$ cat config.mk
export PLATFORM = sky130hd
export DESIGN_NAME = adc_cal_window
export DESIGN_NICKNAME = d
export VERILOG_FILES = /design/src/rtl/adc_cal_pkg.sv /design/src/rtl/adc_cal_window.sv /design/src/rtl/window_compare.sv
export VERILOG_INCLUDE_DIRS = /design/src /design/src/rtl
export SDC_FILE = /design/constraint.sdc
export NUM_CORES = 2
export LEC_CHECK = 0
export BUFFER_PORTS_ARGS = -buffer_cell sky130_fd_sc_hd__buf_4
export CAP_MARGIN = 15
export CORE_MARGIN = 2
export CORE_UTILIZATION = 25
export DETAILED_ROUTE_END_ITERATION = 16
export SLEW_MARGIN = 0
export SYNTH_ARGS = -nofsm -noshare
export SYNTH_HDL_FRONTEND = slang
export SYNTH_SLANG_ARGS = --single-unit
$ cat constraint.sdc
create_clock -name clk -period 4.5 [get_ports clk]
set_clock_uncertainty 0.15 [all_clocks]
set_input_delay 0.45 -clock clk [delete_from_list [all_inputs] [get_ports clk]]
set_output_delay 0.45 -clock clk [all_outputs]
set_load 0.005 [all_outputs]
$ cat src/rtl/adc_cal_params.svh
/*
 Constants for the calibration port and window detector: register offsets,
 field positions, reset values and coefficient layout.
 Assumes inclusion by bare name from the package and the bench.
*/
`ifndef ADC_CAL_PARAMS_SVH
`define ADC_CAL_PARAMS_SVH

`define OFS_CAL_POINTER 8'h00ba
`define OFS_CAL_DATA 8'h00bb
`define OFS_HIGH_LIMIT_LOW 8'h00c4
`define OFS_HIGH_LIMIT_HIGH 8'h00c5
`define OFS_LOW_LIMIT_LOW 8'h00c6
`define OFS_LOW_LIMIT_HIGH 8'h00c7
`define OFS_CONV_CONTROL 8'h00e8

`define PTR_STEP_BIT 7
`define PTR_SEL_BIT 6
`define CTRL_WIN_BIT 1
`define CTRL_DIFF_BIT 0

`define PTR_RESET 8'h00d7
`define LIMIT_RESET 8'h0000
`define CTRL_RESET 8'h0000

`define COEF_DEPTH 64
`define OFFSET_LOW_LOC 6'h13
`define OFFSET_HIGH_LOC 6'h14
`define GAIN_LOW_LOC 6'h15
`define GAIN_HIGH_LOC 6'h16
`define OFFSET_NEUTRAL 14'h2000
`define GAIN_NEUTRAL 13'h1000

`endif

$ cat src/rtl/adc_cal_pkg.sv
/*
 Types shared by the calibration port and window detector.
 Assumes the constants header is on the include path.
*/
package adc_cal_pkg;
    `include "adc_cal_params.svh"

    typedef struct packed {
        logic pointer_auto_step;
        logic converter_set_select;
        logic [5:0] coefficient_index;
    } cal_pointer_t;

    typedef struct packed {
        logic en;
        logic wr;
        logic [7:0] addr;
        logic [7:0] wdata;
    } sfr_req_t;

    typedef struct packed {
        logic valid;
        logic [15:0] word;
    } conv_result_t;

    typedef struct packed {
        logic [13:0] offset;
        logic [12:0] gain;
    } cal_trim_t;
endpackage

$ cat src/rtl/adc_cal_window.sv
/*
 Calibration coefficient access port and first-converter window detector.
 Holds the pointer and data registers for two coefficient sets, the limit
 and control registers, the sticky window flag and the decoded trims.
 Assumes a single-cycle register bus: a read answer appears one cycle
 after the request, and a request is one cycle long.
*/
// Functional notes
// - The offset trim is 14 bits and 0x2000 means no offset change.
// - The gain trim is 13 bits and 0x1000 means unchanged slope.
// - With pointer bit 7 set the index steps after every data access.
// - Pointer bit 6 chooses the first or second converter set.
// - Pointer bits 5 to 0 index the coefficient location.
// - The data register reads and writes the pointed coefficient byte.
// - Every new first-converter result is checked against the window.
// - The window flag is visible for polling and as an interrupt source.
// - Each limit word is two separately written byte registers.
// - Single-ended mode compares the first converter's result word.
// - Differential mode compares the combined result word; the code compares the first converter's result word.
// - Differential mode treats result and limits as two's complement.
// - Low limit above high limit flags results strictly between them.
// - Low limit below high limit flags results outside them.
// - The flag is evaluated at each end of conversion only.
// - The low limit high byte resets to zero.
`timescale 1ns/10ps
module adc_cal_window
    import adc_cal_pkg::*;
(
    input wire logic clk,
    input wire logic rst_b,
    input wire sfr_req_t sfr_req,
    output logic [7:0] sfr_rdata,
    input wire conv_result_t first_result,
    output logic window_hit_flag,
    output logic diff_mode,
    output cal_trim_t first_trim,
    output cal_trim_t second_trim
);
    // ------------------------------------------------------------
    // Register decode
    // ------------------------------------------------------------
    cal_pointer_t ptr_r;
    cal_pointer_t ptr_nxt;
    logic [7:0] gt_low_r;
    logic [7:0] gt_high_r;
    logic [7:0] lt_low_r;
    logic [7:0] lt_high_r;
    logic [7:0] coef_first_r [`COEF_DEPTH];
    logic [7:0] coef_second_r [`COEF_DEPTH];
    logic flag_r;
    logic flag_nxt;
    logic diff_r;
    logic win_hit;

    wire logic wr = sfr_req.en & sfr_req.wr;
    wire logic rd = sfr_req.en & ~sfr_req.wr;
    wire logic sel_ptr = sfr_req.addr == `OFS_CAL_POINTER;
    wire logic sel_data = sfr_req.addr == `OFS_CAL_DATA;
    wire logic sel_gtl = sfr_req.addr == `OFS_HIGH_LIMIT_LOW;
    wire logic sel_gth = sfr_req.addr == `OFS_HIGH_LIMIT_HIGH;
    wire logic sel_ltl = sfr_req.addr == `OFS_LOW_LIMIT_LOW;
    wire logic sel_lth = sfr_req.addr == `OFS_LOW_LIMIT_HIGH;
    wire logic sel_ctrl = sfr_req.addr == `OFS_CONV_CONTROL;
    wire logic data_access = sfr_req.en & sel_data;
    wire logic coef_wr = wr & sel_data;
    wire logic wr_ptr = wr & sel_ptr;
    wire logic wr_gtl = wr & sel_gtl;
    wire logic wr_gth = wr & sel_gth;
    wire logic wr_ltl = wr & sel_ltl;
    wire logic wr_lth = wr & sel_lth;
    wire logic wr_ctrl = wr & sel_ctrl;
    // Only a written zero clears the flag; a written one leaves it alone.
    wire logic flag_clear = wr_ctrl & ~sfr_req.wdata[`CTRL_WIN_BIT];
    wire logic sel_none = ~(sel_ptr | sel_data | sel_gtl | sel_gth | sel_ltl | sel_lth | sel_ctrl);
    wire logic [7:0] coef_sel_rd = ptr_r.converter_set_select ?
        coef_second_r[ptr_r.coefficient_index] : coef_first_r[ptr_r.coefficient_index];
    wire logic [7:0] ctrl_rd = {6'h00, flag_r, diff_r};
    wire logic [7:0] rd_mux = sel_ptr ? ptr_r :
        sel_data ? coef_sel_rd :
        sel_gtl ? gt_low_r :
        sel_gth ? gt_high_r :
        sel_ltl ? lt_low_r :
        sel_lth ? lt_high_r :
        sel_ctrl ? ctrl_rd : 8'h00;

    // ------------------------------------------------------------
    // Pointer register
    // ------------------------------------------------------------
    always_comb begin
        ptr_nxt = ptr_r;
        if (wr && sel_ptr) begin
            ptr_nxt = sfr_req.wdata;
        end else if (data_access && ptr_r.pointer_auto_step) begin
            ptr_nxt.coefficient_index = ptr_r.coefficient_index + 6'h01;
        end
    end

    always_ff @(posedge clk) begin
        if (!rst_b) begin
            ptr_r <= `PTR_RESET;
        end else begin
            ptr_r <= ptr_nxt;
        end
    end

    // ------------------------------------------------------------
    // Coefficient storage
    // ------------------------------------------------------------
    generate
        for (genvar i = 0; i < `COEF_DEPTH; i++) begin : g_coef
            wire logic hit_loc = coef_wr && ptr_r.coefficient_index == 6'(i);
            always_ff @(posedge clk) begin
                if (!rst_b) begin
                    coef_first_r[i] <= (i == `OFFSET_HIGH_LOC) ? 8'h0020 :
                        (i == `GAIN_HIGH_LOC) ? 8'h0010 : 8'h0000;
                    coef_second_r[i] <= (i == `OFFSET_HIGH_LOC) ? 8'h0020 :
                        (i == `GAIN_HIGH_LOC) ? 8'h0010 : 8'h0000;
                end else begin
                    if (hit_loc && !ptr_r.converter_set_select) begin
                        coef_first_r[i] <= sfr_req.wdata;
                    end
                    if (hit_loc && ptr_r.converter_set_select) begin
                        coef_second_r[i] <= sfr_req.wdata;
                    end
                end
            end
        end
    endgenerate

    // Offset bits 13:8 sit in the low six bits of its second location.
    always_ff @(posedge clk) begin
        if (!rst_b) begin
            first_trim <= {`OFFSET_NEUTRAL, `GAIN_NEUTRAL};
            second_trim <= {`OFFSET_NEUTRAL, `GAIN_NEUTRAL};
        end else begin
            first_trim.offset <= {coef_first_r[`OFFSET_HIGH_LOC][5:0],
                coef_first_r[`OFFSET_LOW_LOC]};
            first_trim.gain <= {coef_first_r[`GAIN_HIGH_LOC][4:0],
                coef_first_r[`GAIN_LOW_LOC]};
            second_trim.offset <= {coef_second_r[`OFFSET_HIGH_LOC][5:0],
                coef_second_r[`OFFSET_LOW_LOC]};
            second_trim.gain <= {coef_second_r[`GAIN_HIGH_LOC][4:0],
                coef_second_r[`GAIN_LOW_LOC]};
        end
    end

    // ------------------------------------------------------------
    // Limit and control registers
    // ------------------------------------------------------------
    // Limit bytes land one at a time; a half-written word is compared as it stands.
    always_ff @(posedge clk) begin
        if (!rst_b) begin
            gt_low_r <= `LIMIT_RESET;
        end else if (wr_gtl) begin
            gt_low_r <= sfr_req.wdata;
        end
    end

    always_ff @(posedge clk) begin
        if (!rst_b) begin
            gt_high_r <= `LIMIT_RESET;
        end else if (wr_gth) begin
            gt_high_r <= sfr_req.wdata;
        end
    end

    always_ff @(posedge clk) begin
        if (!rst_b) begin
            lt_low_r <= `LIMIT_RESET;
        end else if (wr_ltl) begin
            lt_low_r <= sfr_req.wdata;
        end
    end

    always_ff @(posedge clk) begin
        if (!rst_b) begin
            lt_high_r <= `LIMIT_RESET;
        end else if (wr_lth) begin
            lt_high_r <= sfr_req.wdata;
        end
    end

    always_ff @(posedge clk) begin
        if (!rst_b) begin
            diff_r <= 1'b0;
        end else if (wr_ctrl) begin
            diff_r <= sfr_req.wdata[`CTRL_DIFF_BIT];
        end
    end

    // A hit in the cycle of a clearing write wins over the clear.
    always_comb begin
        flag_nxt = flag_r;
        if (flag_clear) begin
            flag_nxt = 1'b0;
        end
        if (win_hit) begin
            flag_nxt = 1'b1;
        end
    end

    always_ff @(posedge clk) begin
        if (!rst_b) begin
            flag_r <= 1'b0;
        end else begin
            flag_r <= flag_nxt;
        end
    end

    always_ff @(posedge clk) begin
        if (!rst_b) begin
            sfr_rdata <= 8'h00;
        end else begin
            sfr_rdata <= rd ? rd_mux : 8'h00;
        end
    end

    always_ff @(posedge clk) begin
        if (!rst_b) begin
            window_hit_flag <= 1'b0;
        end else begin
            window_hit_flag <= flag_nxt;
        end
    end

    always_ff @(posedge clk) begin
        if (!rst_b) begin
            diff_mode <= 1'b0;
        end else begin
            diff_mode <= diff_r;
        end
    end

    // ------------------------------------------------------------
    // Window comparator
    // ------------------------------------------------------------
    window_compare u_cmp (
        .clk(clk),
        .rst_b(rst_b),
        .diff_mode(diff_r),
        .high_limit({gt_high_r, gt_low_r}),
        .low_limit({lt_high_r, lt_low_r}),
        .result(first_result),
        .hit(win_hit)
    );

    // ------------------------------------------------------------
    // Checks
    // ------------------------------------------------------------
    a_step_on_access: assert property (@(posedge clk) disable iff (!rst_b)
        data_access && ptr_r.pointer_auto_step && !wr_ptr |=>
        ptr_r.coefficient_index == $past(ptr_r.coefficient_index) + 6'h01)
        else $error("pointer did not step after data access");
    a_hold_no_step: assert property (@(posedge clk) disable iff (!rst_b)
        data_access && !ptr_r.pointer_auto_step && !wr_ptr |=>
        $stable(ptr_r))
        else $error("pointer moved with stepping off");
    a_ptr_write: assert property (@(posedge clk) disable iff (!rst_b)
        wr_ptr |=> ptr_r == $past(sfr_req.wdata))
        else $error("pointer write lost");
    a_ptr_reset: assert property (@(posedge clk)
        !rst_b |=> ptr_r == `PTR_RESET)
        else $error("pointer reset value wrong");
    a_ptr_read: assert property (@(posedge clk) disable iff (!rst_b)
        rd && sel_ptr |=> sfr_rdata == $past(ptr_r))
        else $error("pointer read mismatch");

    // ------------------------------------------------------------
    // Storage checks
    // ------------------------------------------------------------
    a_data_read: assert property (@(posedge clk) disable iff (!rst_b)
        rd && sel_data |=> sfr_rdata == $past(coef_sel_rd))
        else $error("coefficient read mismatch");
    a_first_set_read: assert property (@(posedge clk) disable iff (!rst_b)
        rd && sel_data && !ptr_r.converter_set_select |=>
        sfr_rdata == $past(coef_first_r[ptr_r.coefficient_index]))
        else $error("first set read mismatch");
    a_second_set_read: assert property (@(posedge clk) disable iff (!rst_b)
        rd && sel_data && ptr_r.converter_set_select |=>
        sfr_rdata == $past(coef_second_r[ptr_r.coefficient_index]))
        else $error("second set read mismatch");
    a_first_set_write: assert property (@(posedge clk) disable iff (!rst_b)
        coef_wr && !ptr_r.converter_set_select |=>
        coef_first_r[$past(ptr_r.coefficient_index)] == $past(sfr_req.wdata))
        else $error("first set write lost");
    a_second_set_write: assert property (@(posedge clk) disable iff (!rst_b)
        coef_wr && ptr_r.converter_set_select |=>
        coef_second_r[$past(ptr_r.coefficient_index)] == $past(sfr_req.wdata))
        else $error("second set write lost");
    a_rdata_idle: assert property (@(posedge clk) disable iff (!rst_b)
        !rd |=> sfr_rdata == 8'h00)
        else $error("read data not cleared");
    a_unmapped_read: assert property (@(posedge clk) disable iff (!rst_b)
        rd && sel_none |=> sfr_rdata == 8'h00)
        else $error("unmapped read not zero");
    a_first_offset: assert property (@(posedge clk) disable iff (!rst_b)
        $past(rst_b) |-> first_trim.offset ==
        $past({coef_first_r[`OFFSET_HIGH_LOC][5:0], coef_first_r[`OFFSET_LOW_LOC]}))
        else $error("first offset trim mismatch");
    a_first_gain: assert property (@(posedge clk) disable iff (!rst_b)
        $past(rst_b) |-> first_trim.gain ==
        $past({coef_first_r[`GAIN_HIGH_LOC][4:0], coef_first_r[`GAIN_LOW_LOC]}))
        else $error("first gain trim mismatch");
    a_second_offset: assert property (@(posedge clk) disable iff (!rst_b)
        $past(rst_b) |-> second_trim.offset ==
        $past({coef_second_r[`OFFSET_HIGH_LOC][5:0], coef_second_r[`OFFSET_LOW_LOC]}))
        else $error("second offset trim mismatch");
    a_second_gain: assert property (@(posedge clk) disable iff (!rst_b)
        $past(rst_b) |-> second_trim.gain ==
        $past({coef_second_r[`GAIN_HIGH_LOC][4:0], coef_second_r[`GAIN_LOW_LOC]}))
        else $error("second gain trim mismatch");
    a_trim_reset: assert property (@(posedge clk)
        !rst_b |=> first_trim == {`OFFSET_NEUTRAL, `GAIN_NEUTRAL} &&
        second_trim == {`OFFSET_NEUTRAL, `GAIN_NEUTRAL})
        else $error("trims not neutral after reset");

    // ------------------------------------------------------------
    // Window register and flag checks
    // ------------------------------------------------------------
    a_limit_write: assert property (@(posedge clk) disable iff (!rst_b)
        wr_lth |=> lt_high_r == $past(sfr_req.wdata))
        else $error("low limit high byte not written");
    a_ltl_write: assert property (@(posedge clk) disable iff (!rst_b)
        wr_ltl |=> lt_low_r == $past(sfr_req.wdata))
        else $error("low limit low byte not written");
    a_gth_write: assert property (@(posedge clk) disable iff (!rst_b)
        wr_gth |=> gt_high_r == $past(sfr_req.wdata))
        else $error("high limit high byte not written");
    a_gtl_write: assert property (@(posedge clk) disable iff (!rst_b)
        wr_gtl |=> gt_low_r == $past(sfr_req.wdata))
        else $error("high limit low byte not written");
    a_limit_reset: assert property (@(posedge clk)
        !rst_b |=> lt_high_r == 8'h00)
        else $error("low limit high byte not reset");
    a_diff_write: assert property (@(posedge clk) disable iff (!rst_b)
        wr_ctrl |=> diff_r == $past(sfr_req.wdata[`CTRL_DIFF_BIT]))
        else $error("differential bit not written");
    a_diff_read: assert property (@(posedge clk) disable iff (!rst_b)
        rd && sel_ctrl |=> sfr_rdata[`CTRL_DIFF_BIT] == $past(diff_r))
        else $error("differential bit read mismatch");
    a_flag_sticky: assert property (@(posedge clk) disable iff (!rst_b)
        flag_r && !wr_ctrl |=> flag_r)
        else $error("window flag dropped without clear");
    a_flag_clear: assert property (@(posedge clk) disable iff (!rst_b)
        flag_clear && !win_hit |=> !flag_r)
        else $error("window flag not cleared");
    a_flag_set: assert property (@(posedge clk) disable iff (!rst_b)
        win_hit |=> flag_r && window_hit_flag)
        else $error("window hit not latched");
    a_flag_cause: assert property (@(posedge clk) disable iff (!rst_b)
        !flag_r ##1 flag_r |-> $past(win_hit))
        else $error("flag set without a window hit");
    a_flag_polled: assert property (@(posedge clk) disable iff (!rst_b)
        rd && sel_ctrl |=> sfr_rdata[`CTRL_WIN_BIT] == $past(flag_r))
        else $error("window flag read mismatch");
endmodule

$ cat src/rtl/window_compare.sv
/*
 Window comparator for first-converter results.
 Assumes results and limits are stable on the cycle that the result is valid.
*/
`timescale 1ns/10ps
module window_compare
    import adc_cal_pkg::*;
(
    input wire logic clk,
    input wire logic rst_b,
    input wire logic diff_mode,
    input wire logic [15:0] high_limit,
    input wire logic [15:0] low_limit,
    input wire conv_result_t result,
    output logic hit
);
    wire logic [16:0] res_x;
    wire logic [16:0] gt_x;
    wire logic [16:0] lt_x;
    wire logic above;
    wire logic below;
    wire logic inside_mode;
    wire logic hit_comb;

    // Differential values are sign extended, single-ended ones zero extended.
    assign res_x = {diff_mode & result.word[15], result.word};
    assign gt_x = {diff_mode & high_limit[15], high_limit};
    assign lt_x = {diff_mode & low_limit[15], low_limit};
    assign above = $signed(res_x) > $signed(gt_x);
    assign below = $signed(res_x) < $signed(lt_x);
    assign inside_mode = $signed(lt_x) > $signed(gt_x);
    assign hit_comb = inside_mode ? (above & below) : (above | below);

    always_ff @(posedge clk) begin
        if (!rst_b) begin
            hit <= 1'b0;
        end else begin
            hit <= result.valid & hit_comb;
        end
    end

    a_hit_cause: assert property (@(posedge clk) disable iff (!rst_b)
        hit |-> $past(result.valid))
        else $error("window hit without a conversion");
endmodule

==> metrics.txt <==
status finished clean; fin crit share 87.11%; IO Count 101; gr usage total 14.48%; Synth area leader edfxtp_1; Slew Limit Fails 0; cell depth of the worst setup path 8; Die Y 464.7 µm; Finish-stage setup viols 0; CTS tree yes; Multi-input gate area 0.01825 mm²; initial antenna violation count 12; Yosys Warn Count 0; DRT iter0 DRCs 4135; first-pass GRT wire length 233800 µm; Max Fclk 255.1 MHz; CP Launch Type flip-flop; RSZ-0062 raised after global routing no; Post-DP HPWL 102100 µm; Mapped Area 0.05305 mm²; worst path required time 4.95 ns; worst path bufs/invs 1; critical-path maximum fanout 19; DR vias/cell 5.002; pwr/cell area 366.5 mW/mm²; Peak VDD IR 0.0003133 V; reg-to-reg endpoint sfr_rdata[6]$_SDFF_PN0_; CTS resizes 0; WL final 160400 µm; Crit Path Category flip-flop to flip-flop; vias in the first global route 32960; DIE WIDTH 464.7 µm; clk slew on worst S/H paths 0.06 ns; FF/Latch Area 0.03301 mm²; share of the synthesized area in the top cell type 57.96%; clk buf depth 3; IO buf count 100; slowest library cell on the worst path nor2b_1; Post-synth ARST share 0%; Post-synth EDFFs 1024; crit path cell chain buf_4, nor2b_1, a22oi_1, a21oi_1, a21oi_1, o21ai_0, nor4_1, a2111oi_1; total iterations of the first detailed-routing run 6; final design utilization 29.10%; final hold violation count 0; DIE AREA 0.2159 mm²; Crit path max-delay family compound AO/OA/AOI/OAI gates; synth unique cells 70; CTS Root Cell clkbuf_16; Least-Margin Pin Slew 1.224 ns; Initial Util 25.09%; Syn Nets 3840; Slew headroom 17.67%; row cnt 169; end point of the critical path sfr_rdata[6]$_SDFF_PN0_; Inserted Clock Buffers 115; pin count of the biggest net entering global routing 105; Post-synth top cells edfxtp_1 (1024), and3_1 (773), clkbuf_1 (338); via count 33661; wire per inst 23.84 µm; Hold Path Class input port to flip-flop; number of H-tree levels 3; share of cells above drive strength 1 20.86%; Max-Cap Viols 0; crit path time final 3.920 ns; CTS sink count 1136; core area 0.2115 mm²; worst reg-to-reg setup slack 0.58 ns; Mapped Cells 3752; CP max stage delay 0.82 ns; Worst EP arrival 4.37 ns; routability cong. 0.8606; Area contributors post-synth edfxtp_1 (58%), mux4_2 (11%), and3_1 (9.1%); Routed Antenna Nets 0; Final #Nets 3896; filler instances 21205; Synth Register Bits 1136; Lkg Pwr 24.62 nW; syn avg cell area 14.14 µm²; cell mode on critical path a21oi_1; total grt overflow 0; setup TNS 0 ns; cell with the most instances after synthesis edfxtp_1; number of remaining DRC errors 0; R2R depth 8; Worst setup EP type flip-flop; Top FF cell, synth edfxtp_1; clk_lat worst skew 0.76 ns; post-synthesis sequential area ratio 62.19%; Layout area overhead 16.00%
==> power breakdown <==
part	internal, mW	switching, mW
clock	5.50	4.21
combinational	0.339	0.634
sequential	11.8	0.0999
==> per-layer routing <==
| layer | wire length [µm] | share of wire (%) | GRT usage, % | vias to the layer above |
|---|---|---|---|---|
| li1 | - | - | - | 14488 |
| met1 | 69320 | 43 | 21.02 | 17294 |
| met2 | 71420 | 45 | 21.83 | 1634 |
| met3 | 14900 | 9.3 | 2.593 | 241 |
| met4 | 4735 | 3.0 | 4.486 | 4 |
| met5 | 23 | 0.014 | 0 | - |
==> state kept, by name, indices dropped and copies added, names as in the netlist, 27 cells and up, named ones only <==
name           cells
coef_first_r     512
first_trim        27
coef_second_r    512
second_trim       27
==> area by class of cell <==
| cell class | instances | share of cell area [%] |
|---|---|---|
| repair buffers | 348 | 4.564 |
| well taps | 2821 | 5.735 |
| multi-input cells | 2166 | 29.66 |
| clock inverters | 54 | 0.8742 |
| flip-flops and latches | 1136 | 53.63 |
| inverters | 41 | 0.2501 |
| diodes | 1 | 0.004066 |
| clock buffers | 162 | 5.282 |
==> stage by stage <==
stage                     cells  setup WS (ns)  hold slack, ns  area [µm²]  total power, mW
after floorplan            3752          1.688          0.2677       53050            12.57
after global placement     6510         0.7184          0.2724       57730            13.04
after detailed placement   6510         0.7001          0.2833       57730            13.07
after CTS                  6728         0.6261         0.02493       61540            22.69
after global routing       6729         0.5473         0.08452       61540            23.17
final                      6729         0.5802         0.08660       61540            22.56
==> logic make-up after synthesis <==
logic type	count (synthesis)	share of synthesized area (%)
DFF	1136	62.19
and+or+nand+nor	1412	15.98
buffers and inverters	450	3.672
muxes	353	12.82
AOI/OAI and AO/OA	346	4.078
xor gates and xnor gates	4	0.06605
adders and majority gates	51	1.203
==> worst min-delay path by stage <==
| stage | depth (start not counted) | to | startpoint |
|---|---|---|---|
| after global routing | 4 | diff_r$_SDFFE_PN0P_ | sfr_req[16] |
| after detailed placement | 1 | window_hit_flag$_SDFFE_PN0P_ | u_cmp.hit$_SDFF_PN0_ |
| after floorplan | 1 | window_hit_flag$_SDFFE_PN0P_ | u_cmp.hit$_SDFF_PN0_ |
| after global placement | 1 | window_hit_flag$_SDFFE_PN0P_ | u_cmp.hit$_SDFF_PN0_ |
| after CTS | 3 | sfr_rdata[6]$_SDFF_PN0_ | sfr_req[8] |
| final | 3 | sfr_rdata[6]$_SDFF_PN0_ | sfr_req[8] |
==> cells in the final DEF (no fill, tap or decap), types with 35 or more instances in the layout <==
| cell type | instances |
|---|---|
| edfxtp_1 | 1024 |
| and3_1 | 773 |
| buf_4 | 330 |
| and2_1 | 314 |
| mux4_2 | 248 |
| o21ai_0 | 158 |
| clkbuf_16 | 118 |
| dfxtp_1 | 107 |
| mux2i_1 | 93 |
| nand2_1 | 79 |
| nor2_1 | 59 |
| ha_1 | 51 |
| nor2b_1 | 48 |
| inv_1 | 39 |
| a22oi_1 | 35 |
==> timing repair <==
| item | 4_1_cts | 5_1_grt |
|---|---|---|
| endpoints found under the hold margin | 3 | 0 |
| hold buffers | 2 | 0 |
| endpoints found under the setup margin | 0 | 0 |
| buffers inserted | 0 | 0 |
==> worst min-delay path, stage by stage <==
cell       delay, ns
buf_4           0.20
o21ai_0         0.17
a2111oi_1       0.08
Note: power is estimated with default switching activity, not from simulation.
